File: config.mk
export PLATFORM = sky130hd
export DESIGN_NAME = switch_link_config_regs
export DESIGN_NICKNAME = d
export VERILOG_FILES = /design/src/hdl/switch_link_config_regs.v
export VERILOG_INCLUDE_DIRS = /design/src /design/src/include
export SDC_FILE = /design/constraint.sdc
export NUM_CORES = 1
export LEC_CHECK = 0
export BUFFER_PORTS_ARGS = -buffer_cell sky130_fd_sc_hd__buf_2
export CORE_MARGIN = 5
export CORE_UTILIZATION = 51
export CTS_CLUSTER_SIZE = 16
export DETAILED_ROUTE_END_ITERATION = 8
export PLACE_DENSITY = 0.71
export SETUP_SLACK_MARGIN = 0.1
export SYNTH_ARGS = -nofsm -noshare
export SYNTH_HDL_FRONTEND = slang
export SYNTH_SLANG_ARGS = --single-unit
File: constraint.sdc
create_clock -name i_clk -period 2.8 [get_ports i_clk]
set_clock_uncertainty 0.15 [all_clocks]
set_input_delay 0.84 -clock i_clk [delete_from_list [all_inputs] [get_ports i_clk]]
set_output_delay 0.84 -clock i_clk [all_outputs]
set_load 0.02 [all_outputs]
File: src/include/switch_link_config_defs.vh
// Purpose: Register indices, field positions and reset values of the switch link registers
// Assumes: Included by switch_link_config_regs.v only
// Notes: Byte address of a register is four times its index
`ifndef SWITCH_LINK_CONFIG_DEFS_VH
`define SWITCH_LINK_CONFIG_DEFS_VH

// Register indices
`define IDX_SWITCH_DESCRIPTION 8'h01
`define IDX_SWITCH_CONFIGURATION 8'h04
`define IDX_NODE_IDENTIFIER 8'h05
`define IDX_CLOCK_MULTIPLIER 8'h06
`define IDX_PROCESSOR_LINK_STATUS_BASE 8'h10
`define IDX_DEBUG_SCRATCH_BASE 8'h20
`define IDX_CORE0_PC 8'h40
`define IDX_LINK_CONFIG_BASE 8'h80
`define IDX_STATIC_LINK_BASE 8'ha0

// Group decode: upper index bits of each register group
`define GRP8_SCRATCH 5'h04
`define GRP8_LINK_CONFIG 5'h10
`define GRP8_STATIC_LINK 5'h14
`define GRP4_PROCESSOR_LINK 6'h04

// Switch configuration fields
`define SWCFG_LOCK_BIT 31
`define SWCFG_CLKLOCK_BIT 8
`define SWCFG_HDR_BIT 0

// Switch description fields
`define SWDESC_LINKS_MSB 23
`define SWDESC_LINKS_LSB 16
`define SWDESC_CORES_MSB 15
`define SWDESC_CORES_LSB 8
`define SWDESC_LPP_MSB 7
`define SWDESC_LPP_LSB 0

// Link configuration fields
`define LCFG_ENABLE_BIT 31
`define LCFG_FIVE_WIRE_BIT 30
`define LCFG_ERROR_BIT 27
`define LCFG_CREDIT_ISSUED_BIT 26
`define LCFG_CREDIT_HELD_BIT 25
`define LCFG_GREETING_BIT 24
`define LCFG_RX_RESET_BIT 23
`define LCFG_SYM_GAP_MSB 21
`define LCFG_SYM_GAP_LSB 11
`define LCFG_TOK_GAP_MSB 10
`define LCFG_TOK_GAP_LSB 0

// Static link fields
`define SLNK_ENABLE_BIT 31
`define SLNK_CHAN_MSB 4
`define SLNK_CHAN_LSB 0

// Node identifier field
`define NODE_ID_MSB 15

// Reset values
`define RST_WORD 32'h0000_0000
`define RST_GAP 11'h000
`define RST_CHAN 5'h00
`define RST_NODE_ID 16'h0000

`endif

File: src/hdl/switch_link_config_regs.v
// Purpose: Configuration and status registers of the message switch and its serial links
// Assumes: Avalon-MM slave, byte addresses, one clock; link and core inputs are on i_clk
// Notes: Every access is answered with one wait cycle; locked writes are accepted and dropped
//        Lock bit blocks every bus write, its own register included, until device reset; processor scratch writes still land
//        A read clears the link error flag only once that read has shown it
`timescale 1ns/1ps
`include "switch_link_config_defs.vh"

module switch_link_config_regs #(
    parameter NUM_LINKS = 8,
    parameter NUM_PLINKS = 4,
    parameter NUM_SCRATCH = 8,
    parameter [7:0] LINKS_ON_SWITCH = 8'h08,
    parameter [7:0] CORES_ON_SWITCH = 8'h01,
    parameter [7:0] LINKS_PER_PROC = 8'h04
) (
    input wire i_clk,
    input wire i_rst_n,
    input wire [9:0] i_avs_address,
    input wire i_avs_read,
    input wire i_avs_write,
    input wire [31:0] i_avs_writedata,
    input wire [3:0] i_avs_byteenable,
    output reg [31:0] o_avs_readdata,
    output wire o_avs_waitrequest,
    input wire [NUM_PLINKS-1:0] i_processor_link_route_into_switch,
    input wire [31:0] i_core0_program_counter,
    input wire i_ps_scratch_write,
    input wire [2:0] i_ps_scratch_index,
    input wire [31:0] i_ps_scratch_wdata,
    output reg [31:0] o_ps_scratch_rdata,
    input wire [NUM_LINKS-1:0] i_link_rx_overflow,
    input wire [NUM_LINKS-1:0] i_link_illegal_token,
    input wire [NUM_LINKS-1:0] i_link_credit_issued,
    input wire [NUM_LINKS-1:0] i_link_credit_held,
    output wire [NUM_LINKS-1:0] o_link_enable,
    output wire [NUM_LINKS-1:0] o_link_five_wire,
    output wire [NUM_LINKS-1:0] o_link_greeting_start,
    output wire [NUM_LINKS-1:0] o_link_rx_reset,
    output wire [NUM_LINKS*11-1:0] o_link_symbol_gap,
    output wire [NUM_LINKS*11-1:0] o_link_token_gap,
    output wire [NUM_LINKS-1:0] o_static_enable,
    output wire [NUM_LINKS*5-1:0] o_static_channel_end,
    output wire o_one_byte_headers,
    output wire o_write_locked,
    output wire [15:0] o_node_identifier,
    output wire [31:0] o_clock_multiplier_settings,
    output wire o_tile_reset
);

////////////////////////////////////////////////////////////////////////////////
// Bus handshake

reg ack_q;
wire req = i_avs_read | i_avs_write;
wire [7:0] idx = i_avs_address[9:2];
wire wr_acc = i_avs_write & ~i_avs_read & ack_q;
wire rd_acc = i_avs_read & ack_q;
reg lock_q;
wire wr_ok = wr_acc & ~lock_q;
wire [31:0] bmask;
wire [31:0] wd_m = i_avs_writedata & bmask;

// Lane masks; a single-bit field follows the lane that holds it
assign bmask[31:24] = {8{i_avs_byteenable[3]}};
assign bmask[23:16] = {8{i_avs_byteenable[2]}};
assign bmask[15:8] = {8{i_avs_byteenable[1]}};
assign bmask[7:0] = {8{i_avs_byteenable[0]}};

// One wait cycle per access keeps read data coming from a flip-flop
assign o_avs_waitrequest = ~ack_q;

always @(posedge i_clk or negedge i_rst_n) begin
    if (!i_rst_n) begin
        ack_q <= 1'b0;
    end else begin
        ack_q <= req & ~ack_q;
    end
end

////////////////////////////////////////////////////////////////////////////////
// Register decode

wire sel_desc = (idx == `IDX_SWITCH_DESCRIPTION);
wire sel_cfg = (idx == `IDX_SWITCH_CONFIGURATION);
wire sel_node = (idx == `IDX_NODE_IDENTIFIER);
wire sel_clk = (idx == `IDX_CLOCK_MULTIPLIER);
wire sel_processor_link = (idx[7:2] == `GRP4_PROCESSOR_LINK);
wire sel_scr = (idx[7:3] == `GRP8_SCRATCH);
wire sel_pc = (idx == `IDX_CORE0_PC);
wire sel_lcfg = (idx[7:3] == `GRP8_LINK_CONFIG);
wire sel_slnk = (idx[7:3] == `GRP8_STATIC_LINK);

////////////////////////////////////////////////////////////////////////////////
// Switch-wide registers

reg clklock_q;
reg hdr_q;
reg [15:0] node_id_q;
reg [31:0] clk_mult_q;
reg tile_rst_q;
reg [NUM_PLINKS-1:0] processor_link_q;

wire hit_cfg = wr_ok & sel_cfg;
wire hit_node = wr_ok & sel_node;
wire hit_clk = wr_ok & sel_clk & ~clklock_q;

// Lock is one-way: once set only a device reset clears it
always @(posedge i_clk or negedge i_rst_n) begin
    if (!i_rst_n) begin
        lock_q <= 1'b0;
    end else if (hit_cfg && i_avs_byteenable[3]) begin
        lock_q <= i_avs_writedata[`SWCFG_LOCK_BIT];
    end
end

always @(posedge i_clk or negedge i_rst_n) begin
    if (!i_rst_n) begin
        clklock_q <= 1'b0;
    end else if (hit_cfg && i_avs_byteenable[1]) begin
        clklock_q <= i_avs_writedata[`SWCFG_CLKLOCK_BIT];
    end
end

always @(posedge i_clk or negedge i_rst_n) begin
    if (!i_rst_n) begin
        hdr_q <= 1'b0;
    end else if (hit_cfg && i_avs_byteenable[0]) begin
        hdr_q <= i_avs_writedata[`SWCFG_HDR_BIT];
    end
end

always @(posedge i_clk or negedge i_rst_n) begin
    if (!i_rst_n) begin
        node_id_q <= `RST_NODE_ID;
    end else if (hit_node) begin
        node_id_q <= (node_id_q & ~bmask[15:0]) | wd_m[15:0];
    end
end

always @(posedge i_clk or negedge i_rst_n) begin
    if (!i_rst_n) begin
        clk_mult_q <= `RST_WORD;
    end else if (hit_clk) begin
        clk_mult_q <= (clk_mult_q & ~bmask) | wd_m;
    end
end

// Tile reset leaves as a one-cycle pulse after an accepted clock multiplier write that neither lock bit drops
always @(posedge i_clk or negedge i_rst_n) begin
    if (!i_rst_n) begin
        tile_rst_q <= 1'b0;
    end else begin
        tile_rst_q <= hit_clk;
    end
end

always @(posedge i_clk or negedge i_rst_n) begin
    if (!i_rst_n) begin
        processor_link_q <= {NUM_PLINKS{1'b0}};
    end else begin
        processor_link_q <= i_processor_link_route_into_switch;
    end
end

assign o_write_locked = lock_q;
assign o_one_byte_headers = hdr_q;
assign o_node_identifier = node_id_q;
assign o_clock_multiplier_settings = clk_mult_q;
assign o_tile_reset = tile_rst_q;

////////////////////////////////////////////////////////////////////////////////
// Debug scratch, shared with the processor status port

reg [31:0] scratch_q [0:NUM_SCRATCH-1];
wire hit_scr = wr_ok & sel_scr;
integer s;

// Bus write wins when both sides hit one word in one cycle
always @(posedge i_clk or negedge i_rst_n) begin
    if (!i_rst_n) begin
        for (s = 0; s < NUM_SCRATCH; s = s + 1) begin
            scratch_q[s] <= `RST_WORD;
        end
    end else begin
        if (i_ps_scratch_write &&
            !(hit_scr && (idx[2:0] == i_ps_scratch_index))) begin
            scratch_q[i_ps_scratch_index] <= i_ps_scratch_wdata;
        end
        if (hit_scr) begin
            scratch_q[idx[2:0]] <= (scratch_q[idx[2:0]] & ~bmask) | wd_m;
        end
    end
end

always @(posedge i_clk or negedge i_rst_n) begin
    if (!i_rst_n) begin
        o_ps_scratch_rdata <= `RST_WORD;
    end else begin
        o_ps_scratch_rdata <= scratch_q[i_ps_scratch_index];
    end
end

////////////////////////////////////////////////////////////////////////////////
// Link configuration and static forwarding, one slot per link

reg [NUM_LINKS-1:0] en_q;
reg [NUM_LINKS-1:0] five_q;
reg [NUM_LINKS-1:0] err_q;
reg [NUM_LINKS-1:0] greet_q;
reg [NUM_LINKS-1:0] rxrst_q;
reg [10:0] sym_gap_q [0:NUM_LINKS-1];
reg [10:0] tok_gap_q [0:NUM_LINKS-1];
reg [NUM_LINKS-1:0] st_en_q;
reg [4:0] chan_q [0:NUM_LINKS-1];

wire hit_lcfg = wr_ok & sel_lcfg;
wire hit_slnk = wr_ok & sel_slnk;
wire rd_lcfg = rd_acc & sel_lcfg;

genvar g;
generate
    for (g = 0; g < NUM_LINKS; g = g + 1) begin : g_link
        wire wsel = hit_lcfg & (idx[2:0] == g);
        // Slot order follows links C, D, A, B, G, H, E, F
        wire ssel = hit_slnk & (idx[2:0] == g);
        wire rsel = rd_lcfg & (idx[2:0] == g);
        wire ev = i_link_rx_overflow[g] | i_link_illegal_token[g];

        // New error in the clearing read's cycle is kept
        // Clearing only what the read showed keeps an error raised at the capture edge
        always @(posedge i_clk or negedge i_rst_n) begin
            if (!i_rst_n) begin
                err_q[g] <= 1'b0;
            end else if (ev) begin
                err_q[g] <= 1'b1;
            end else if (rsel && o_avs_readdata[`LCFG_ERROR_BIT]) begin
                err_q[g] <= 1'b0;
            end
        end

        // Self-clearing bits leave as one-cycle pulses
        always @(posedge i_clk or negedge i_rst_n) begin
            if (!i_rst_n) begin
                greet_q[g] <= 1'b0;
                rxrst_q[g] <= 1'b0;
            end else begin
                greet_q[g] <= wsel & i_avs_byteenable[3] &
                              i_avs_writedata[`LCFG_GREETING_BIT];
                rxrst_q[g] <= wsel & i_avs_byteenable[2] &
                              i_avs_writedata[`LCFG_RX_RESET_BIT];
            end
        end

        always @(posedge i_clk or negedge i_rst_n) begin
            if (!i_rst_n) begin
                en_q[g] <= 1'b0;
                five_q[g] <= 1'b0;
                sym_gap_q[g] <= `RST_GAP;
                tok_gap_q[g] <= `RST_GAP;
            end else if (wsel) begin
                if (i_avs_byteenable[3]) begin
                    en_q[g] <= i_avs_writedata[`LCFG_ENABLE_BIT];
                    five_q[g] <= i_avs_writedata[`LCFG_FIVE_WIRE_BIT];
                end
                sym_gap_q[g] <= (sym_gap_q[g] &
                    ~bmask[`LCFG_SYM_GAP_MSB:`LCFG_SYM_GAP_LSB]) |
                    wd_m[`LCFG_SYM_GAP_MSB:`LCFG_SYM_GAP_LSB];
                tok_gap_q[g] <= (tok_gap_q[g] &
                    ~bmask[`LCFG_TOK_GAP_MSB:`LCFG_TOK_GAP_LSB]) |
                    wd_m[`LCFG_TOK_GAP_MSB:`LCFG_TOK_GAP_LSB];
            end
        end

        always @(posedge i_clk or negedge i_rst_n) begin
            if (!i_rst_n) begin
                st_en_q[g] <= 1'b0;
                chan_q[g] <= `RST_CHAN;
            end else if (ssel) begin
                if (i_avs_byteenable[3]) begin
                    st_en_q[g] <= i_avs_writedata[`SLNK_ENABLE_BIT];
                end
                if (i_avs_byteenable[0]) begin
                    chan_q[g] <= i_avs_writedata[`SLNK_CHAN_MSB:`SLNK_CHAN_LSB];
                end
            end
        end

        assign o_link_symbol_gap[g*11 +: 11] = sym_gap_q[g];
        assign o_link_token_gap[g*11 +: 11] = tok_gap_q[g];
        assign o_static_channel_end[g*5 +: 5] = chan_q[g];
    end
endgenerate

assign o_link_enable = en_q;
assign o_link_five_wire = five_q;
assign o_link_greeting_start = greet_q;
assign o_link_rx_reset = rxrst_q;
assign o_static_enable = st_en_q;

////////////////////////////////////////////////////////////////////////////////
// Read data, captured in the wait cycle

reg [31:0] rd_d;
reg [2:0] li;

always @* begin
    rd_d = `RST_WORD;
    li = idx[2:0];
    if (sel_desc) begin
        rd_d[`SWDESC_LINKS_MSB:`SWDESC_LINKS_LSB] = LINKS_ON_SWITCH;
        rd_d[`SWDESC_CORES_MSB:`SWDESC_CORES_LSB] = CORES_ON_SWITCH;
        rd_d[`SWDESC_LPP_MSB:`SWDESC_LPP_LSB] = LINKS_PER_PROC;
    end else if (sel_cfg) begin
        rd_d[`SWCFG_LOCK_BIT] = lock_q;
        rd_d[`SWCFG_CLKLOCK_BIT] = clklock_q;
        rd_d[`SWCFG_HDR_BIT] = hdr_q;
    end else if (sel_node) begin
        rd_d[`NODE_ID_MSB:0] = node_id_q;
    end else if (sel_clk) begin
        rd_d = clk_mult_q;
    end else if (sel_processor_link) begin
        rd_d[0] = processor_link_q[idx[1:0]];
    end else if (sel_scr) begin
        rd_d = scratch_q[li];
    end else if (sel_pc) begin
        rd_d = i_core0_program_counter;
    end else if (sel_lcfg) begin
        rd_d[`LCFG_ENABLE_BIT] = en_q[li];
        rd_d[`LCFG_FIVE_WIRE_BIT] = five_q[li];
        rd_d[`LCFG_ERROR_BIT] = err_q[li];
        rd_d[`LCFG_CREDIT_ISSUED_BIT] = i_link_credit_issued[li];
        rd_d[`LCFG_CREDIT_HELD_BIT] = i_link_credit_held[li];
        rd_d[`LCFG_SYM_GAP_MSB:`LCFG_SYM_GAP_LSB] = sym_gap_q[li];
        rd_d[`LCFG_TOK_GAP_MSB:`LCFG_TOK_GAP_LSB] = tok_gap_q[li];
    end else if (sel_slnk) begin
        rd_d[`SLNK_ENABLE_BIT] = st_en_q[li];
        rd_d[`SLNK_CHAN_MSB:`SLNK_CHAN_LSB] = chan_q[li];
    end
end

always @(posedge i_clk or negedge i_rst_n) begin
    if (!i_rst_n) begin
        o_avs_readdata <= `RST_WORD;
    end else if (i_avs_read && !ack_q) begin
        o_avs_readdata <= rd_d;
    end
end

endmodule // switch_link_config_regs

After elaboration in Yosys (flattened, before gate mapping)
Cells that the tools add are included.
{ "word_totals": {"register_bits": 641, "latchBits": 0, "mem_bits_rw": 0, "mem_bits_ro": 0, "inputBits": 154, "out_inout_bits": 372, "elab_cells": 374, "n_memories": 0} }
{ "classes": {"addsub": 0, "n_mul": 0, "div": 0, "order_cmp": 6, "n_eq_ne": 17, "n_shift": 0, "n_mux": 83, "bitwise_logic": 127, "reduce_logical": 51} }
{ "ops": {"columns": ["op", "count"], "rows": [
  ["bitwise mux 256 bit", 2],
  ["2-to-1 mux 256 bit", 2],
  ["2-to-1 mux 32 bit", 13],
  ["binary-select mux 32 bit (select 3 bit)", 2],
  ["demux 32 bit (select 3 bit)", 2],
  ["bitwise AND 11 bit", 16],
  ["OR 11 bit", 16],
  ["bitwise AND 32 bit", 3],
  ["bitwise AND 1 bit", 69],
  ["binary-select mux 11 bit (select 3 bit)", 2],
  ["OR 32 bit", 2],
  ["AND reduction 2 bit", 24],
  ["2-to-1 mux 11 bit", 4],
  ["2-to-1 mux 22 bit", 2],
  ["2-to-1 mux 16 bit", 2],
  ["NOT 32 bit", 1],
  ["2-to-1 mux 31 bit", 1],
  ["2-to-1 mux 1 bit", 30],
  ["== test 8 x 3 -> 1 bit (second input constant)", 3],
  ["2-to-1 mux 24 bit", 1],
  ["NOT 11 bit", 2],
  ["2-to-1 mux 5 bit", 4],
  ["binary-select mux 1 bit (select 3 bit)", 6],
  ["2-to-1 mux 17 bit", 1],
  ["other kinds (29)", 74]
]} }

Longest topological paths before layout
{ "depth": {"depth_word": 18, "ltp_mapped": 10, "depth_no_buf": 5} }

Least setup slack after synthesis
OpenSTA, ideal clock, no wires.
{ "synth_timing": {"kind": "input -> register", "from": "input i_avs_address[2]", "to": "register o_avs_readdata[11]", "setup_ps": 130, "t_arrival_ps": 2546, "t_required_ps": 2520, "slack_ps": -26, "cell_stages": 6, "n_path_buf": 2, "path_cell_list": "buf_2 -> buf_2 -> mux4_2 -> mux2_2 -> a222oi_1 -> o21ai_0"} }
{ "synth_via": {"elab_chain_cells": 17, "word_cells_on_any_way": 25, "classes_between": "5 x eq/ne; 19 x mux; 1 x bitwise"} }
{ "synth_lines": {"columns": ["item", "line", "text"], "rows": [
  ["start: declaration", "switch_link_config_regs.v:19", "input wire [9:0] i_avs_address,"],
  ["NOT 3 -> 4 bit (not written as such)", "switch_link_config_regs.v:325, switch_link_config_regs.v:334", null],
  ["binary-select mux 11 bit (select 3 bit)", "switch_link_config_regs.v:334", "rd_d[`LCFG_SYM_GAP_MSB:`LCFG_SYM_GAP_LSB] = sym_gap_q[li];"],
  ["2-to-1 mux 11 bit (not written as such) (2 in a row)", "switch_link_config_regs.v:334", null],
  ["2-to-1 mux 17 bit", "switch_link_config_regs.v:328", "end else if (sel_lcfg) begin"],
  ["2-to-1 mux 22 bit", "switch_link_config_regs.v:326", "end else if (sel_pc) begin"],
  ["2-to-1 mux 32 bit", "switch_link_config_regs.v:324", "end else if (sel_scr) begin"],
  ["2-to-1 mux 32 bit", "switch_link_config_regs.v:322", "end else if (sel_processor_link) begin"],
  ["2-to-1 mux 32 bit", "switch_link_config_regs.v:320", "end else if (sel_clk) begin"],
  ["2-to-1 mux 32 bit", "switch_link_config_regs.v:318", "end else if (sel_node) begin"],
  ["2-to-1 mux 32 bit", "switch_link_config_regs.v:314", "end else if (sel_cfg) begin"],
  ["2-to-1 mux 32 bit", "switch_link_config_regs.v:310", "if (sel_desc) begin"],
  ["2-to-1 mux 31 bit", "switch_link_config_regs.v:322", null],
  ["2-to-1 mux 32 bit", "switch_link_config_regs.v:320", null],
  ["2-to-1 mux 16 bit", "switch_link_config_regs.v:318", null],
  ["2-to-1 mux 22 bit", "switch_link_config_regs.v:314", null],
  ["2-to-1 mux 24 bit *", "switch_link_config_regs.v:310", null],
  ["end signal: assignment", "switch_link_config_regs.v:344", "o_avs_readdata <= `RST_WORD;"],
  ["end signal: assignment", "switch_link_config_regs.v:346", "o_avs_readdata <= rd_d;"],
  ["end: declaration", "switch_link_config_regs.v:24", "output reg [31:0] o_avs_readdata,"]
]} }
Every way passes the cells marked *; elsewhere a longest branch is shown, timed or not. The select of a mux whose other input is x is not followed.
A chain may end at the register's enable or synchronous reset.

==> flow_summary.ini <==
[run_status]
status = completed

[clock_tree]
cts_buffer_depth = 3
cts_made_buffers = 72
worstSkewPairLatency_ns = 0.63
root_buffer = clkbuf_16
cts_resized = 0
clk_pin_slew_ns = 0.06
holdBufCountCts = 0
cts.htree.levels = 3
tritoncts = built
post_cts_buffers = 0
cts_sinks = 641

[worst_setup_path]
crit_required_ns = 3.16
r2r_cells = 6
r2r_start = o_write_locked$_DFFE_PN0P_
arrival_ns = 3.01
start_kind = input port
rrSetupSlack_ns = 0.33
crit_type = input port to register
cp-end-kind = register
critPathMaxFanout = 12

[floorplanning]
start_util_pct = 51.29
boundaryPins = 526
fp.dieArea_um2 = 71110
rows = 94
die_w_um = 266.7
die-height_um = 266.7
core_um2 = 65510

[global_routing]
grt_pass1_wl_mm = 182.5
grt_max_degree = 64
grt_pass1_vias = 27831
antenna_found_initial = 32
grt-ovfl-total = 0
grt.total_usage_pct = 33.94

[detailed_routing]
drt_pre_antenna_iters = 6
viasPerCell = 6.406
ant_nets = 0
wl_mm = 123.4
drt_drc_violations_left = 0
wl_per_cell_um = 29.38
via_count = 26904
drtIter0Drc = 2947

[synthesis]
ys_seq_area_share_pct = 47.74
synth.most_common_cell = dfrtp_1
synth_top_area_share_pct = 47.74
ys_top_cells_by_area = dfrtp_1, mux4_2, mux2_2
syn_area_per_cell_um2 = 12.59
synthCells = 2668
ys_seq_elements = 641
ys_warn_count = 0
synth_nets = 2822
ys_types = 72
synth.top_cells.by_count = dfrtp_1, mux2_2, nor2_1
synth_edf_count = 0
yosys.area.top_type = dfrtp_1
ys.flop_type = dfrtp_1
async_flop_share_pct = 100.0
netlist_area_um2 = 33600

[layout]
syn_to_final_growth_pct = 22.89
ff_latch_area_um2 = 16040
fillers = 5003
final_area_um2 = 41290
multi_input_area_um2 = 16370
drive_gt1_share_pct = 43.16
num-nets-final = 3420
final_core_util_pct = 63.03

[run]
maxCapViolCount = 0

[timing]
tightest_slew_ns = 0.7864
hold_viol = 0
finalMaxSlewViolations = 0
max_freq_ghz = 0.3772
rsz0062_at_grt = no
timing.final.crit_period_ns = 2.651
finalCritPeriodShare_pct = 94.69
setup_viol = 0
slew_headroom_pct = 47.38
fin_setup_tns_ns = 0

[power]
p_clk_share_pct = 37.3
internal_power_mw = 18.00
seq_power_share_pct = 44.1
power_switching_mw = 7.228
power_density_nw_per_um2 = 611.1
switching_share_pct = 28.65
combinationalPowerShare_pct = 18.6
irDropWorstVdd_mv = 0.4326
p_leak_nw = 20.53
total_power_mw = 25.23

[placement]
gp_congestion = 0.9418
dp_hpwl_mm = 88.61
place_area_um2 = 38920
portBuffers = 523

[hold_path]
min_path_type = input port to asynchronous set/reset pin
## through the flow
stage	setup WS, ns	cells	hold WS [ns]
floorplan	0.1005	2668	0.3033
global placement	-0.3933	4056	0.3141
detailed placement	-0.4091	4056	0.3273
CTS	0.2248	4182	0.02400
global route	0.1194	4197	0.02568
finish	0.1487	4200	0.02140
## power by group through the flow
stage          Sequential, mW  Clock [mW]  Combinational [mW]
2_1_floorplan            11.2           0                2.80
3_3_place_gp             11.1           0                4.51
3_5_place_dp             11.2           0                4.66
4_1_cts                  11.1        9.48                4.69
5_1_grt                  11.2        9.89                5.01
6_report                 11.1        9.41                4.69
## worst max-delay path: stages
cell and delay (ns):
clkbuf_8 0.26, buf_4 0.28, and2b_1 0.33, nand2_1 0.12, nor2_1 0.25, buf_4 0.20
nand2_1 0.30, mux2_2 0.40
## final cells by class
cell class,instances,area share [%]
diodes,18,0.1091
flip-flops and latches,641,38.85
clock buffers,103,5.085
clock inverters,23,0.5515
repair buffers,764,13.07
well taps,864,2.618
multi-input cells,1778,39.64
inverters,9,0.08182
## cell families (layout without fill, tap and decap cells)
family	count (synthesis)	after routing	synth area share, %
buffers and inverters	249	899	3.627
other	0	18	0
multiplexers	871	871	34.44
AND/OR/NAND/NOR	487	487	6.372
AO/OA/AOI/OAI	417	417	7.739
flip-flops	641	641	47.74
XOR/XNOR	3	3	0.07822
## worst max path at each step
stage	from	to	slack, ns	depth (start not counted)
floorplan	i_avs_address[3]	o_avs_readdata[3]$_DFFE_PN0P_	0.10	8
global placement	i_avs_address[3]	register	-0.39	8
detailed placement	i_avs_address[3]	register	-0.41	8
CTS	i_avs_address[3]	register	0.22	8
global route	i_avs_address[3]	o_avs_readdata[31]$_DFFE_PN0P_	0.12	7
finish	i_avs_address[3]	register	0.15	8
## layer usage
layer,global-route usage (%),part of all wire [%]
met1,43.75,37
met2,54.55,48
met3,8.914,9.9
met4,15.16,5.4
met5,0,0.089
## cell usage in the layout, fill, tap and decap left out, drive strengths merged, types with 3 or more instances in the layout
master,synthesis,final
nor3,16,16
nand3,22,22
xor2,3,3
a211o,15,15
o2111ai,9,9
a2111oi,5,5
clkinv,0,17
a21oi,261,261
nand2,91,91
mux2i,285,285
buf,105,763
and3,11,11
nor2,300,300
mux4,188,188
a22oi,29,29
mux2,398,398
dfrtp,641,641
inv,9,13
o211ai,8,8
diode,0,18
nand3b,6,6
clkbuf,135,104
a222oi,9,9
o21ai,25,25
nand2b,12,12
o221ai,4,4
nor2b,6,6
o21a,3,3
nor3b,4,4
a22o,17,17
a221o,5,5
and2,5,5
a211oi,4,4
and2b,3,3
(Power assumes the default switching activity.)
